===== config.mk =====
export PLATFORM = sky130hd
export DESIGN_NAME = tcppc_top
export DESIGN_NICKNAME = d
export VERILOG_FILES = /design/src/rtl/tcppc_pkg.sv /design/src/rtl/tcppc_qdec_if.sv /design/src/rtl/tcppc_qdec.sv /design/src/rtl/tcppc_top.sv
export SDC_FILE = /design/constraint.sdc
export NUM_CORES = 1
export LEC_CHECK = 0
export BUFFER_PORTS_ARGS = -buffer_cell sky130_fd_sc_hd__buf_4
export CORE_ASPECT_RATIO = 0.6
export CORE_MARGIN = 4
export CORE_UTILIZATION = 50
export DETAILED_ROUTE_END_ITERATION = 8
export PLACE_DENSITY = 0.75
export SYNTH_ARGS = -nofsm -noshare
export SYNTH_HDL_FRONTEND = slang
export SYNTH_HIERARCHICAL = 1
export SYNTH_SLANG_ARGS = --single-unit

===== constraint.sdc =====
create_clock -name clk_in -period 7.2 [get_ports clk_in]
set_clock_uncertainty 0.1 [all_clocks]
set_input_delay 0.36 -clock clk_in [delete_from_list [all_inputs] [get_ports clk_in]]
set_output_delay 0.36 -clock clk_in [all_outputs]
set_load 0.01 [all_outputs]

===== src/rtl/tcppc_pkg.sv =====
// Purpose: Shared constants of the cascade, PWM and phase counting timer
// Assumes: Two 16-bit channels, index 0 is channel 1, index 1 is channel 2
// Notes: Encodings below are used by the top and by the phase decoder
package tcppc_pkg;
    localparam int CNT_W = 16;
    localparam int CH_N = 2;
    localparam logic [15:0] CNT_RST = 16'h0000;
    localparam logic [15:0] CNT_MAX = 16'hFFFF;
    localparam logic [15:0] CNT_ONE = 16'h0001;
    localparam logic [15:0] GR_RST = 16'hFFFF;
    // Output control field
    localparam logic [1:0] OUT_HOLD = 2'h0;
    localparam logic [1:0] OUT_LOW = 2'h1;
    localparam logic [1:0] OUT_HIGH = 2'h2;
    localparam logic [1:0] OUT_TOG = 2'h3;
    // Counter clear select
    localparam logic [1:0] CLR_NONE = 2'h0;
    localparam logic [1:0] CLR_A = 2'h1;
    localparam logic [1:0] CLR_B = 2'h2;
    localparam logic [1:0] CLR_SYNC = 2'h3;
    // Waveform mode
    localparam logic [1:0] MODE_NORMAL = 2'h0;
    localparam logic [1:0] MODE_PWM1 = 2'h1;
    localparam logic [1:0] MODE_PWM2 = 2'h2;
    // Channel 1 count source
    localparam logic SRC_INTERNAL = 1'b0;
    localparam logic SRC_CASCADE = 1'b1;
    // Capture edge select
    localparam logic [1:0] EDGE_RISE = 2'h1;
    localparam logic [1:0] EDGE_FALL = 2'h2;
    localparam logic [1:0] EDGE_BOTH = 2'h3;
    // Phase counting sub-modes
    localparam logic [1:0] PHASE_M1 = 2'h0;
    localparam logic [1:0] PHASE_M2 = 2'h1;
    localparam logic [1:0] PHASE_M3 = 2'h2;
    localparam logic [1:0] PHASE_M4 = 2'h3;
    // Reset values of the direction flag and the pin levels
    localparam logic DIR_RST = 1'b1;
    localparam logic LEVEL_RST = 1'b0;
endpackage : tcppc_pkg


===== src/rtl/tcppc_qdec_if.sv =====
// Purpose: Carries count pulses from the phase decoder to the core
// Assumes: Both pulses are one clock long and never high together
// Notes: dec drives, core listens
interface tcppc_qdec_if;
    logic up;
    logic down;
    modport dec (output up, output down);
    modport core (input up, input down);
endinterface : tcppc_qdec_if


===== src/rtl/tcppc_qdec.sv =====
// Purpose: Two-phase external clock decoder for phase counting
// Assumes: Phase pins are asynchronous to clk_in
// Notes: Pulses lag the pins by three clocks
module tcppc_qdec (
    input wire logic clk_in, // Clock
    input wire logic rst_n_in, // Sync reset, active low
    input wire logic phase_a_in, // Phase A pin
    input wire logic phase_b_in, // Phase B pin
    input wire logic [1:0] mode_in, // Sub-mode select
    tcppc_qdec_if.dec pulse // Up and down pulses
);
    typedef struct packed {
        logic a_s1;
        logic a_s2;
        logic a_s3;
        logic b_s1;
        logic b_s2;
        logic b_s3;
        logic up;
        logic down;
    } tcppc_qdec_s;

    tcppc_qdec_s r;
    tcppc_qdec_s n;

    always_comb begin
        logic ar, af, br, bf, ah, bh;
        ar = 1'b0;
        af = 1'b0;
        br = 1'b0;
        bf = 1'b0;
        ah = 1'b0;
        bh = 1'b0;
        n = r;
        n.a_s1 = phase_a_in;
        n.a_s2 = r.a_s1;
        n.a_s3 = r.a_s2;
        n.b_s1 = phase_b_in;
        n.b_s2 = r.b_s1;
        n.b_s3 = r.b_s2;
        // Edges come from successive synchronised samples only
        ar = r.a_s2 & ~r.a_s3;
        af = ~r.a_s2 & r.a_s3;
        br = r.b_s2 & ~r.b_s3;
        bf = ~r.b_s2 & r.b_s3;
        ah = r.a_s2;
        bh = r.b_s2;
        case (mode_in)
            tcppc_pkg::PHASE_M1: begin
                n.up = (ah & br) | (~ah & bf) | (ar & ~bh) | (af & bh);
                n.down = (ah & bf) | (~ah & br) | (ar & bh) | (af & ~bh);
            end
            tcppc_pkg::PHASE_M2: begin
                n.up = af & bh;
                n.down = af & ~bh;
            end
            tcppc_pkg::PHASE_M3: begin
                n.up = af & bh;
                n.down = ah & bf;
            end
            default: begin
                n.up = (ah & br) | (~ah & bf);
                n.down = (ah & bf) | (~ah & br);
            end
        endcase
    end

    always_ff @(posedge clk_in) begin
        if (!rst_n_in) begin
            r <= '0;
        end else begin
            r <= n;
        end
    end

    assign pulse.up = r.up;
    assign pulse.down = r.down;
endmodule : tcppc_qdec


===== src/rtl/tcppc_top.sv =====
// Purpose: Two-channel 16-bit timer with cascade, PWM and phase counting
// Assumes: Index 0 is channel 1, index 1 is channel 2
// Notes: Control bits are plain ports; no register bus
module tcppc_top (
    input wire logic clk_in, // Clock, 250 MHz
    input wire logic rst_n_in, // Sync reset, active low
    input wire logic [1:0] run_in, // Counter start per channel
    input wire logic clock_select_field_in, // Ch1 source: ch2 overflow
    input wire logic [1:0][1:0] pwm_mode_in, // Waveform mode per channel
    input wire logic [1:0] phase_en_in, // Phase counting enable
    input wire logic [1:0][1:0] phase_mode_in, // Phase sub-mode
    input wire logic [1:0][1:0] counter_clear_select_in, // Clear source
    input wire logic [1:0][1:0] pin_a_output_setting_in, // Match A action
    input wire logic [1:0][1:0] pin_b_output_setting_in, // Match B action
    input wire logic [1:0] init_level_a_in, // Pin A initial level
    input wire logic [1:0] init_level_b_in, // Pin B initial level
    input wire logic [1:0] capture_a_en_in, // Register A captures
    input wire logic [1:0][1:0] capture_edge_in, // Capture edge select
    input wire logic [1:0] reg_wr_in, // Write strobe per channel
    input wire logic [1:0] reg_sel_in, // 0 counter, 1 reg A, 2 reg B
    input wire logic [15:0] wr_data_in, // Write data
    input wire logic [1:0] ovf_clr_in, // Clear overflow flag
    input wire logic [1:0] unf_clr_in, // Clear underflow flag
    input wire logic [1:0] underflow_int_enable_in, // Underflow req enable
    input wire logic ext_clock_in_a, // Ch1 phase A pin
    input wire logic ext_clock_in_b, // Ch1 phase B pin
    input wire logic ext_clock_in_c, // Ch2 phase A pin
    input wire logic ext_clock_in_d, // Ch2 phase B pin
    input wire logic [1:0] capture_compare_pin_a_in, // Capture pin level
    output logic [1:0][15:0] timer_counter_value_out, // Counters
    output logic [1:0][15:0] general_reg_a_out, // Register A
    output logic [1:0][15:0] general_reg_b_out, // Register B
    output logic [1:0] pin_a_out, // Pin A level
    output logic [1:0] pin_a_oe_out, // Pin A drive enable
    output logic [1:0] pin_b_out, // Pin B level
    output logic [1:0] pin_b_oe_out, // Pin B drive enable
    output logic [1:0] overflow_flag_out, // Overflow flags
    output logic [1:0] underflow_flag_out, // Underflow flags
    output logic [1:0] count_direction_flag_out, // 1 up, 0 down
    output logic [1:0] underflow_irq_out // Underflow request
);
    localparam logic [1:0] SEL_CNT = 2'h0;
    localparam logic [1:0] SEL_A = 2'h1;
    localparam logic [1:0] SEL_B = 2'h2;

    typedef struct packed {
        logic [1:0][15:0] cnt;
        logic [1:0][15:0] gra;
        logic [1:0][15:0] grb;
        logic [1:0] pa;
        logic [1:0] pa_oe;
        logic [1:0] pb;
        logic [1:0] pb_oe;
        logic [1:0] ovf;
        logic [1:0] unf;
        logic [1:0] dir;
        logic [1:0] irq;
        logic [1:0] cap_s1;
        logic [1:0] cap_s2;
        logic [1:0] cap_s3;
    } tcppc_state_s;

    tcppc_state_s r;
    tcppc_state_s n;
    logic [1:0] qd_up;
    logic [1:0] qd_dn;
    logic [1:0] ph_a;
    logic [1:0] ph_b;

    function automatic logic out_level(input logic [1:0] setting,
                                       input logic cur);
        logic v;
        v = cur;
        case (setting)
            tcppc_pkg::OUT_LOW: v = 1'b0;
            tcppc_pkg::OUT_HIGH: v = 1'b1;
            tcppc_pkg::OUT_TOG: v = ~cur;
            default: v = cur;
        endcase
        return v;
    endfunction : out_level

    function automatic logic edge_hit(input logic [1:0] sel,
                                      input logic now,
                                      input logic prev);
        return (sel[0] & now & ~prev) | (sel[1] & ~now & prev);
    endfunction : edge_hit

    // Channel 1 reads pins A/B, channel 2 reads pins C/D
    assign ph_a = {ext_clock_in_c, ext_clock_in_a};
    assign ph_b = {ext_clock_in_d, ext_clock_in_b};

    genvar g;
    generate
        for (g = 0; g < tcppc_pkg::CH_N; g++) begin : g_dec
            tcppc_qdec_if qd ();
            tcppc_qdec u_dec (
                .clk_in(clk_in),
                .rst_n_in(rst_n_in),
                .phase_a_in(ph_a[g]),
                .phase_b_in(ph_b[g]),
                .mode_in(phase_mode_in[g]),
                .pulse(qd.dec)
            );
            assign qd_up[g] = qd.up;
            assign qd_dn[g] = qd.down;
        end
    endgenerate

    always_comb begin
        logic [1:0] ma, mb, cap, own_clr, clr, up, dn, wrap_up, wrap_dn;
        logic [1:0][15:0] pval;
        logic [1:0][1:0] sel;
        int c;
        ma = '0;
        mb = '0;
        cap = '0;
        own_clr = '0;
        clr = '0;
        up = '0;
        dn = '0;
        wrap_up = '0;
        wrap_dn = '0;
        pval = '0;
        sel = counter_clear_select_in;
        c = 0;
        n = r;
        n.cap_s1 = capture_compare_pin_a_in;
        n.cap_s2 = r.cap_s1;
        n.cap_s3 = r.cap_s2;

        // Matches, captures and own clear sources
        for (int i = 0; i < tcppc_pkg::CH_N; i++) begin
            cap[i] = capture_a_en_in[i]
                     & edge_hit(capture_edge_in[i], r.cap_s2[i],
                                r.cap_s3[i]);
            ma[i] = run_in[i] & ~capture_a_en_in[i]
                    & (r.cnt[i] == r.gra[i]);
            mb[i] = run_in[i] & (r.cnt[i] == r.grb[i]);
            // Clear by compare stays valid in phase counting
            own_clr[i] = ((sel[i] == tcppc_pkg::CLR_A) & (ma[i] | cap[i]))
                         | ((sel[i] == tcppc_pkg::CLR_B) & mb[i]);
            pval[i] = (sel[i] == tcppc_pkg::CLR_A) ? r.gra[i] : r.grb[i];
        end

        // Synchronous clear follows the other channel's own clear
        for (int i = 0; i < tcppc_pkg::CH_N; i++) begin
            clr[i] = own_clr[i] | ((sel[i] == tcppc_pkg::CLR_SYNC)
                                   & own_clr[1 - i]);
            if (sel[i] == tcppc_pkg::CLR_SYNC) begin
                pval[i] = pval[1 - i];
            end
        end

        // Channel 2 first so channel 1 can see its wrap
        for (int i = 0; i < tcppc_pkg::CH_N; i++) begin
            c = tcppc_pkg::CH_N - 1 - i;
            if (!run_in[c]) begin
                up[c] = 1'b0;
                dn[c] = 1'b0;
            end else if (phase_en_in[c]) begin
                // Clock select ignored while phase counting
                up[c] = qd_up[c];
                dn[c] = qd_dn[c];
            end else if (c == 0
                         && clock_select_field_in
                            == tcppc_pkg::SRC_CASCADE) begin
                up[c] = wrap_up[1];
                dn[c] = 1'b0;
            end else begin
                up[c] = 1'b1;
                dn[c] = 1'b0;
            end
            wrap_up[c] = up[c] & ~clr[c] & (r.cnt[c] == tcppc_pkg::CNT_MAX);
            wrap_dn[c] = dn[c] & ~clr[c] & (r.cnt[c] == tcppc_pkg::CNT_RST);
        end

        for (int i = 0; i < tcppc_pkg::CH_N; i++) begin
            // Counter update
            if (clr[i]) begin
                n.cnt[i] = tcppc_pkg::CNT_RST;
            end else if (up[i]) begin
                n.cnt[i] = r.cnt[i] + tcppc_pkg::CNT_ONE;
            end else if (dn[i]) begin
                n.cnt[i] = r.cnt[i] - tcppc_pkg::CNT_ONE;
            end
            if (up[i]) begin
                n.dir[i] = 1'b1;
            end else if (dn[i]) begin
                n.dir[i] = 1'b0;
            end

            // Each half captures its own counter
            if (cap[i]) begin
                n.gra[i] = r.cnt[i];
            end

            // Software writes; a write to the counter beats the count
            if (reg_wr_in[i]) begin
                if (reg_sel_in == SEL_CNT) begin
                    n.cnt[i] = wr_data_in;
                end else if (reg_sel_in == SEL_A) begin
                    n.gra[i] = wr_data_in;
                end else if (reg_sel_in == SEL_B) begin
                    n.grb[i] = wr_data_in;
                end
            end

            // Set wins over a clear in the same cycle
            n.ovf[i] = (r.ovf[i] & ~ovf_clr_in[i]) | wrap_up[i];
            n.unf[i] = (r.unf[i] & ~unf_clr_in[i]) | wrap_dn[i];
            n.irq[i] = n.unf[i] & underflow_int_enable_in[i];

            // Pin waveforms
            if (!run_in[i]) begin
                // Idle pins sit at their initial levels
                n.pa[i] = init_level_a_in[i];
                n.pb[i] = init_level_b_in[i];
                n.pa_oe[i] = ~capture_a_en_in[i];
                n.pb_oe[i] = pwm_mode_in[i] != tcppc_pkg::MODE_PWM1;
            end else begin
                case (pwm_mode_in[i])
                    tcppc_pkg::MODE_PWM1: begin
                        // Pin B is not a PWM mode 1 output
                        n.pa_oe[i] = 1'b1;
                        n.pb_oe[i] = 1'b0;
                        if (r.gra[i] == r.grb[i]) begin
                            n.pa[i] = r.pa[i];
                        end else if (ma[i]) begin
                            n.pa[i] = out_level(pin_a_output_setting_in[i],
                                                r.pa[i]);
                        end else if (mb[i]) begin
                            n.pa[i] = out_level(pin_b_output_setting_in[i],
                                                r.pa[i]);
                        end
                    end
                    tcppc_pkg::MODE_PWM2: begin
                        // Period register pin is left undriven
                        n.pa_oe[i] = sel[i] != tcppc_pkg::CLR_A;
                        n.pb_oe[i] = sel[i] != tcppc_pkg::CLR_B;
                        if (clr[i]) begin
                            n.pa[i] = init_level_a_in[i];
                            n.pb[i] = init_level_b_in[i];
                        end else begin
                            if (ma[i] && r.gra[i] != pval[i]) begin
                                n.pa[i] = out_level(
                                    pin_a_output_setting_in[i],
                                    r.pa[i]);
                            end
                            if (mb[i] && r.grb[i] != pval[i]) begin
                                n.pb[i] = out_level(
                                    pin_b_output_setting_in[i],
                                    r.pb[i]);
                            end
                        end
                    end
                    default: begin
                        n.pa_oe[i] = ~capture_a_en_in[i];
                        n.pb_oe[i] = 1'b1;
                        if (ma[i]) begin
                            n.pa[i] = out_level(pin_a_output_setting_in[i],
                                                r.pa[i]);
                        end
                        if (mb[i]) begin
                            n.pb[i] = out_level(pin_b_output_setting_in[i],
                                                r.pb[i]);
                        end
                    end
                endcase
            end
        end
        // Modes are per channel with no cross lock
    end

    always_ff @(posedge clk_in) begin
        if (!rst_n_in) begin
            r <= '0;
            r.gra <= {tcppc_pkg::GR_RST, tcppc_pkg::GR_RST};
            r.grb <= {tcppc_pkg::GR_RST, tcppc_pkg::GR_RST};
            r.dir <= {tcppc_pkg::DIR_RST, tcppc_pkg::DIR_RST};
            r.pa <= {tcppc_pkg::LEVEL_RST, tcppc_pkg::LEVEL_RST};
            r.pb <= {tcppc_pkg::LEVEL_RST, tcppc_pkg::LEVEL_RST};
        end else begin
            r <= n;
        end
    end

    assign timer_counter_value_out = r.cnt;
    assign general_reg_a_out = r.gra;
    assign general_reg_b_out = r.grb;
    assign pin_a_out = r.pa;
    assign pin_a_oe_out = r.pa_oe;
    assign pin_b_out = r.pb;
    assign pin_b_oe_out = r.pb_oe;
    assign overflow_flag_out = r.ovf;
    assign underflow_flag_out = r.unf;
    assign count_direction_flag_out = r.dir;
    assign underflow_irq_out = r.irq;
endmodule : tcppc_top


==> results of run 1 <==
[worst reg2reg max path, stage by stage, from the launching register on]
cell	delay (ns)
dfxtp_1	0.72
xnor2_1	0.19
nand4_1	0.14
nor4_2	0.77
a41oi_1	0.34
o2111ai_2	0.25
nand2_1	0.55
or4_1	0.68
a211o_1	0.31
nand3_1	0.08
[sequential cells by signal, indices dropped and copies added (netlist names), 4 cells and up]
name / count
general_reg_b_out: 32
timer_counter_value_out: 32
g_dec.u_dec/n: 8
n: 4
g_dec.u_dec/r: 4
general_reg_a_out: 32
[path summary, 6_finish.rpt]
kind                                           from  cells after the start                                      to  slack (ns)
hold reg to reg      g_dec[0].u_dec/n[3]$_SDFF_PN0_                      1          g_dec[0].u_dec/n[2]$_SDFF_PN0_        0.33
hold / removal           underflow_int_enable_in[0]                      2         underflow_irq_out[0]$_SDFF_PN0_        0.02
setup / recovery  general_reg_b_out[5]$_SDFFE_PN1P_                      9  timer_counter_value_out[10]$_SDFF_PN0_        3.01
setup reg to reg  general_reg_b_out[5]$_SDFFE_PN1P_                      9  timer_counter_value_out[10]$_SDFF_PN0_        3.01
[metal layers]
metal	wire (um)	part of all wire, %	vias to the layer above	track usage (%)
met1	20700	43	5682	53.5
li1	-	-	5350	-
met2	18700	39	886	48.8
met4	1120	2.3	4	8.90
met5	69	0.14	-	1.50
met3	7640	16	81	15.0
[cell families after synthesis]
group	after synthesis
fa+ha+maj	10
mux	35
xor+xnor	137
flops	134
buf+inv	299
compound gates	346
simple gates	615
[cell type report]
type                       count  area (um2)  area share, %
multi-input combinational   1143        7210           57.6
sequential                   134        2680           21.4
timing repair buffer         194        1460           11.6
clock buffer                  19         453           3.62
tap                          308         385           3.08
clock inverter                13         180           1.44
inverter                      38         143           1.14
[per-stage QoR]
step	cell area [um2]	std cells
6_report	12500	1849
3_3_place_gp	11900	1817
5_1_grt	12500	1849
4_1_cts	12500	1849
2_1_floorplan	11600	1576
3_5_place_dp	11900	1817
[placed cells by master (no fill, tap or decap), types with 18 or more instances in the layout]
cell type | Yosys | layout
nand2_1 | 236 | 236
buf_4 | 120 | 194
dfxtp_1 | 134 | 134
xnor2_1 | 89 | 89
nand3_1 | 87 | 87
o21ai_0 | 80 | 80
nor2_1 | 66 | 66
a21oi_1 | 57 | 57
xor2_1 | 48 | 48
inv_1 | 36 | 36
nand4_1 | 31 | 31
mux2i_1 | 29 | 29
and2_1 | 27 | 27
o211ai_1 | 26 | 26
nor3_1 | 23 | 23
nor2b_1 | 21 | 21
and3_1 | 18 | 18
[power by group through the flow]
stage | registers (W) | clock network, W | logic [W]
final | 0.000893 | 0.000972 | 0.000548
after global routing | 0.000894 | 0.00101 | 0.000589
after CTS | 0.000884 | 0.000974 | 0.000532
after detailed placement | 0.000900 | 0 | 0.000528
after global placement | 0.000900 | 0 | 0.000530
after floorplan | 0.000817 | 0 | 0.000432
==> summary.md, run 1 <==
| Metric | Value |
|---|---|
| Synthesized-area fraction occupied by adder cells | 1.08% |
| Port Buf Inserts | 180 |
| Gate power share | 22.7% |
| CP bufs+invs | 0 |
| CTS Buffer Depth | 2 |
| Yosys cell types | 87 |
| Routed WL | 48300 um |
| WL/cell | 26.1 um |
| Worst slew margin | 12.4% |
| GR Util All Layers | 36.4% |
| Net Sw Frac | 34.2% |
| Fill cell count | 2162 |
| Diodes inserted | 0 |
| Post-layout util | 55.9% |
| Worst-path cell chain | xnor2_1, nand4_1, nor4_2, a41oi_1, o2111ai_2, nand2_1, or4_1, a211o_1, nand3_1 |
| Die Area | 25700 um2 |
| Dpl hpwl | 35300 um |
| Initial Utilization | 51.7% |
| Post-synthesis compound-gate area fraction | 20.9% |
| Grt ovf | 0 |
| Drt initial violations | 1764 |
| Register bit total from synthesis | 134 |
| Max Slew Vio Count | 0 |
| Mean Syn Cell Area | 7.34 um2 |
| Reg clk slew, reported paths | 0.07 ns |
| Max Fanout on Critical Path | 21 |
| Maximum clock frequency | 239 MHz |
| Initial antenna violation count | 1 |
| Area Growth Syn to Fin | 8.14% |
| TritonRoute pass-1 iters | 6 |
| Synth Net Count | 1655 |
| CTS resizes | 0 |
| Std cell rows | 42 |
| Sequential fraction of the synthesis area | 23.2% |
| Root buffer cell | clkbuf_16 |
| Yosys warnings | 6 |
| Global-route wire length before repair | 71800 um |
| Core area | 22400 um2 |
| Die W | 204 um |
| Skew-Pair Late Insertion Delay | 0.44 ns |
| Hold_buf cts | 0 |
| Asr flop ratio synth | 0% |
| Post-synth top flop | dfxtp_1 |
| Final setup vio count | 0 |
| TNS Setup | 0 ns |
| P per Cell Area | 193 nW/um2 |
| Post-Syn Instances | 1576 |
| Required @ worst endpoint | 7.48 ns |
| I/O Pins | 181 |
| CTS HTree Levels | 4 |
| Main combinational cell family by area after synthesis | simple AND/OR/NAND/NOR gates |
| Biggest area consumer among synthesized cells | dfxtp_1 |
| DP Worst Slack | 3.23 ns |
| Number of synthesized flops with an enable pin | 0 |
| Die height | 126 um |
| Startpoint Class | register |
| Simple-gate share of the synthesized area | 26.9% |
| GPL Wtd Cong | 1.04 |
| Net switching power | 0.000826 W |
| Share of the synthesized area in the top cell type | 23.2% |
| TritonCTS clock tree | done |
| Proportion of synthesized area in mux cells | 3.09% |
| Pint | 0.00159 W |
| Min Clock Period, post-route | 4.19 ns |
| Top-count cell post-synth | nand2_1 |
| Post-Syn Area | 11600 um2 |
| Largest net degree at the start of global routing | 54 |
| Total vias in the final route | 12.0k |
| Pleak | 5.10 nW |
| Peak supply drop | 0.000173 V |
| Run status | complete, no violations |
| Vias in the first global route | 11.0k |
| Reg power frac | 37.0% |
| Final Hold Fails | 0 |
| Final worst slack | 3.01 ns |
| Post-CTS repair timing setup buffer count | 0 |
| DRC | 0 |
| Critical path capture point type | register |
| CP delay by family, top | simple AND/OR/NAND/NOR gates |
| Final nets | 1607 |
| Critical Path AT | 4.47 ns |
| Min-Delay Path Class | in -> reg |
| Worst hold margin | 0.0222 ns |
| Worst Max-Slew Pin Slew | 1.31 ns |
| WS Path Type | reg -> reg |
| Antenna viol nets, final | 0 |
| Clock power frac | 40.3% |
| Design Power | 0.00241 W |
| Slowest-stage cell, CP | nor4_2 |
| Post-Synth XOR/XNOR Area | 10.4% |
| Num CTS Buffers | 17 |
| Share of layout cells above drive strength 1 | 17.2% |
| Commonest cells post-synth | nand2_1, dfxtp_1, buf_4 |
| Clock Sinks | 134 |
| Vias per inst | 6.49 |
| Top cells by area, synth | dfxtp_1, buf_4, nand2_1, xnor2_1, nand3_1 |
| CP max stage delay | 0.77 ns |
| Final period utilization | 58.2% |
| Unrepaired setup endpoints after global routing | no |
| Max Cap Viol | 0 |
(Power assumes the default switching activity.)
==> inputs of run 2 (changes only) <==
Settings changed: PLACE_DENSITY 0.75 to 0.78.
Clock period 7.2 ns to 3.5 ns, I/O delays scaled along.
==> run 2 against run 1 <==
Sequential cell count did not move. Total power up 100%. Worst hold slack worse by 0.0034 ns. Sequential share of layout area shrank 1.6 points. Clock-buffer cell count unchanged. Register-to-register slack lost 2.9 ns. Clock power grew 89%. Non-clock buffer count increased by 132. First-iteration DRC count grew 13%. Largest cell class unchanged.
==> summary.md, run 2 (synthesized netlist as in run 1, its figures left out) <==
| Metric | Value |
|---|---|
| Global-route wire length before repair | 74900 um |
| Routed WL | 50600 um |
| Peak supply drop | 0.000252 V |
| Initial antenna violation count | 0 |
| Core area | 22400 um2 |
| Max Slew Vio Count | 0 |
| Antenna viol nets, final | 0 |
| Dpl hpwl | 38300 um |
| Share of layout cells above drive strength 1 | 21.6% |
| Die W | 204 um |
| Drt initial violations | 1988 |
| I/O Pins | 181 |
| Worst hold margin | 0.0189 ns |
| Max Cap Viol | 0 |
| Total vias in the final route | 12.7k |
| Vias per inst | 6.41 |
| Grt ovf | 0 |
| Clock Sinks | 134 |
| Root buffer cell | clkbuf_16 |
| Run status | complete, no violations |
| Skew-Pair Late Insertion Delay | 0.43 ns |
| Startpoint Class | register |
| Commonest non-fill, non-tap cell in the layout | buf_4 |
| Worst slew margin | 23.3% |
| WL/cell | 25.5 um |
| CTS HTree Levels | 4 |
| Multi-input logic area | 7220 um2 |
| Fill cell count | 2074 |
| Final nets | 1739 |
| CTS Buffer Depth | 2 |
| Final Hold Fails | 0 |
| GPL Wtd Cong | 1.02 |
| Register area | 2680 um2 |
| Critical path capture point type | register |
| Post-CTS repair timing setup buffer count | 0 |
| Largest net degree at the start of global routing | 44 |
| Register-to-register path setup slack | 0.10 ns |
| Max Fanout on Critical Path | 12 |
| Pleak | 5.68 nW |
| TritonRoute pass-1 iters | 6 |
| Vias in the first global route | 11.6k |
| GR Util All Layers | 37.9% |
| TritonCTS clock tree | done |
| Final instance area | 13600 um2 |
| Std cell rows | 42 |
| TNS Setup | 0 ns |
| Post-layout util | 60.5% |
| WS Path Type | reg -> reg |
| P per Cell Area | 364 nW/um2 |
| Min-Delay Path Class | in -> reg |
| Initial Utilization | 51.7% |
| Die height | 126 um |
| Num CTS Buffers | 17 |
| Worst Max-Slew Pin Slew | 1.15 ns |
| DRC | 0 |
| Final period utilization | 97.1% |
| Placed standard-cell area | 12600 um2 |
| Reg clk slew, reported paths | 0.06 ns |
| Maximum clock frequency | 294 MHz |
| Area Growth Syn to Fin | 17.2% |
| Required @ worst endpoint | 3.75 ns |
| Design Power | 0.00494 W |
| Final setup vio count | 0 |
| Critical Path AT | 3.65 ns |
| Min Clock Period, post-route | 3.40 ns |
| Die Area | 25700 um2 |
| Unrepaired setup endpoints after global routing | no |
| Most frequent cells in the layout | buf_4, nand2_1, dfxtp_1, xnor2_1, nand3_1 |
| Diodes inserted | 0 |
| Port Buf Inserts | 180 |
run 2: changes by cell type in the layout (fill, tap and decap cells not counted), sizes merged:
cell / change
dlygate4sd3: +35
inv: -4
clkinvlp: +1
clkinv: +4
buf: +97
bufinv: -1
run 2: final cells by class:
cell class,count,area share (%)
clock inverter,13,1.09
inverter,38,1.05
clock buffer,19,3.27
multi-input combinational,1143,53.3
timing repair buffer,326,18.7
tap,308,2.84
sequential,134,19.8
run 2: final timing paths:
kind                                    start                                      to  cells after the start
min reg2reg    g_dec[1].u_dec/n[3]$_SDFF_PN0_          g_dec[1].u_dec/n[2]$_SDFF_PN0_                      1
max          general_reg_a_out[18]$_SDFF_PN1_  timer_counter_value_out[15]$_SDFF_PN0_                      9
min                             ovf_clr_in[1]         overflow_flag_out[1]$_SDFF_PN0_                      4
max reg2reg  general_reg_a_out[18]$_SDFF_PN1_  timer_counter_value_out[15]$_SDFF_PN0_                      9
run 2: metal layers:
layer	vias up	global-route usage [%]	wire [um]
li1	5596	-	-
met1	5981	56.9	21700
met2	1007	51.0	19700
met3	109	12.6	7710
met4	0	10.7	1430
met5	-	0	0
run 2: through the flow:
stage	setup WS (ns)	instances
after floorplan	0.866	1576
after global placement	0.0260	1914
after detailed placement	-0.0173	1914
after CTS	0.202	1981
after global routing	0.00813	1981
final	0.102	1981
run 2: what timing repair did:
action,CTS,global route
setup endpoints to repair,1,0
hold buffers,35,0
endpoints found under the hold margin,87,0
resized for setup,1,0
run 2: critical path: stages, from the launching register on:
cell and delay [ns]:
dfxtp_1 0.58, xor2_1 0.20, nor4_1 0.08, nand3_1 0.11
nor2_1 0.14, o211a_1 0.29, nor2_1 0.60, nand3_1 0.49
or4_1 0.62, o211ai_1 0.11
run 2: report_power, final:
group	total [W]	switching, W	internal [W]
clock network	0.00184	0.000767	0.00108
logic	0.00136	0.000790	0.000572
registers	0.00173	0.000126	0.00160
total	0.00494	0.00168	0.00325
==> inputs of run 3 (changes only) <==
Settings changed: PLACE_DENSITY 0.78 to 0.75.
Clock period 3.5 ns to 3.94 ns, I/O delays scaled along.
==> run 3 against run 2 <==
The flow now finishes with violations (DRC). Setup slack gained 0.28 ns. Largest power group unchanged. Combinational power shrank 15%. Die area is the same. Fmax shrank 4.4%. Critical path depth grew 1. Critical path type unchanged. Worst hold slack lost 0.012 ns.
==> summary.md, run 3 (synthesized netlist as in run 1, its figures left out) <==
| Metric | Value |
|---|---|
| TNS Setup | 0 ns |
| Fill cell count | 2057 |
| Total vias in the final route | 12.6k |
| Unrepaired setup endpoints after global routing | no |
| Worst Max-Slew Pin Slew | 1.19 ns |
| CP Capture Point | timer_counter_value_out[15]$_SDFF_PN0_ |
| Share of layout cells above drive strength 1 | 20.2% |
| CP delay by family, top | simple AND/OR/NAND/NOR gates |
| WL/cell | 25.2 um |
| Skew-Pair Late Insertion Delay | 0.44 ns |
| Cell mode on critical path | nand2_1 |
| Worst r2r src | timer_counter_value_out[27]$_SDFF_PN0_ |
| Std cell rows | 42 |
| Root buffer cell | clkbuf_16 |
| Max Cap Viol | 0 |
| Met1 GRT Util | 51.2% |
| Antenna viol nets, final | 0 |
| Worst slew margin | 20.9% |
| GRT met2 Usage | 48.5% |
| Startpoint Class | register |
| Vias in the first global route | 11.5k |
| Most frequent cells in the layout | buf_4, nand2_1, dfxtp_1, xnor2_1, nand3_1 |
| Area Growth Syn to Fin | 14.7% |
| Final period utilization | 90.2% |
| Final Hold Fails | 0 |
| TritonRoute pass-1 iters | 9 |
| Port Buf Inserts | 180 |
| GR Util met3 | 17.8% |
| TritonCTS clock tree | done |
| Num CTS Buffers | 17 |
| Grt ovf | 0 |
| Largest net degree at the start of global routing | 51 |
| Worst reg2reg path depth | 10 |
| Die height | 126 um |
| Die Area | 25700 um2 |
| Global-route wire length before repair | 71700 um |
| Max Slew Vio Count | 0 |
| Critical path capture point type | register |
| Initial Utilization | 51.7% |
| Clock Sinks | 134 |
| Required @ worst endpoint | 4.20 ns |
| Min Clock Period, post-route | 3.55 ns |
| RR Endpoint | timer_counter_value_out[15]$_SDFF_PN0_ |
| Core area | 22400 um2 |
| CTS resizes | 0 |
| CTS HTree Levels | 4 |
| Drt initial violations | 1959 |
| GPL Wtd Cong | 1.07 |
| Peak supply drop | 0.000311 V |
| Vias per inst | 6.49 |
| P per Cell Area | 334 nW/um2 |
| Initial antenna violation count | 1 |
| CP max stage delay | 0.67 ns |
| I/O Pins | 181 |
| Register-to-register path setup slack | 0.39 ns |
| Min-Delay Path Class | in -> reg |
| Max Fanout on Critical Path | 20 |
| CTS Buffer Depth | 2 |
| Setup crit start | timer_counter_value_out[27]$_SDFF_PN0_ |
| Die W | 204 um |
| Run status | finished with violations |
| Routed WL | 49000 um |
| GR Util All Layers | 36.3% |
| DRC | 2 |
| Reg clk slew, reported paths | 0.07 ns |
| Commonest non-fill, non-tap cell in the layout | buf_4 |
| Failing checks | DRC |
| Pleak | 5.52 nW |
| Dpl hpwl | 36100 um |
| Critical Path AT | 3.81 ns |
| Critical path depth | 10 |
| Final setup vio count | 0 |
| WS Path Type | reg -> reg |
| Slowest-stage cell, CP | nor4_1 |
| CP bufs+invs | 1 |
| Worst-path cell chain | and3_1, and3_1, nand2_1, nor4_1, o2111ai_2, nand2_1, buf_4, nand2_1, or4_1, o211ai_1 |
| Global route hottest layer | met1 |
| Maximum clock frequency | 281 MHz |
| Design Power | 0.00443 W |
| Final nets | 1701 |
[run 3: cell count changes in the layout (fill, tap and decap cells not counted), moves of 2 or more]
cell           before  now
buf_4             291  259
dlygate4sd3_1      35   29
inv_6               3    6
clkinvlp_4          3    1
inv_8               1    3
[run 3: area by class of cell]
cell class	count	area (um2)	area share [%]
multi-input cells	1143	7210	54.4
well taps	308	385	2.90
clock inverters	15	184	1.39
repair buffers	288	2230	16.8
diodes	1	2.50	0.0189
inverters	38	143	1.07
flip-flops and latches	134	2680	20.2
clock buffers	17	425	3.21
[run 3: per-stage QoR]
stage          hold WS, ns  cells  setup WS (ns)  utilization, %  cell area (um2)
3_3_place_gp         0.300   1882          0.240            55.2            12400
4_1_cts           0.000593   1943          0.528            59.3            13300
6_report           0.00734   1944          0.386            59.3            13300
3_5_place_dp         0.308   1882          0.258            55.2            12400
2_1_floorplan        0.206   1576           1.31               -            11600
5_1_grt             0.0151   1943          0.266            59.3            13300
[run 3: worst min-delay path: stages]
cell	delay, ns
buf_4	0.13
o21ai_0	0.08
nand2_1	0.06
nor2_1	0.03
[run 3: where the power goes]
group	total (W)	switching, W	internal, W
Combinational	0.00116	0.000674	0.000483
Sequential	0.00155	0.000125	0.00142
Clock	0.00173	0.000762	0.000963
Total	0.00443	0.00156	0.00287
[run 3: layer usage]
layer  up-vias  wire length, um
li1       5530                -
met1      5922            20100
met2      1008            18800
met3       149             8500
met4         2             1500
met5         -               41
[run 3: worst min path at each step]
stage | cells after the start | end | from | slack, ns
final | 4 | pin_a_oe_out[0]$_SDFF_PN0_ | capture_a_en_in[0] | 0.007
after global routing | 3 | timer_counter_value_out[25]$_SDFF_PN0_ | wr_data_in[9] | 0.02
after CTS | 4 | pin_a_oe_out[0]$_SDFF_PN0_ | capture_a_en_in[0] | 0.0006
after detailed placement | 2 | g_dec[1].u_dec/n[6]$_SDFF_PN0_ | ext_clock_in_c | 0.31
after global placement | 2 | underflow_irq_out[1]$_SDFF_PN0_ | underflow_int_enable_in[1] | 0.30
after floorplan | 2 | timer_counter_value_out[0]$_SDFF_PN0_ | wr_data_in[0] | 0.21
[run 3: repair_timing]
| action | in CTS | in global routing |
|---|---|---|
| hold buffers | 29 | 0 |
| hold endpoints to repair | 65 | 0 |
| setup buffers | 0 | 0 |
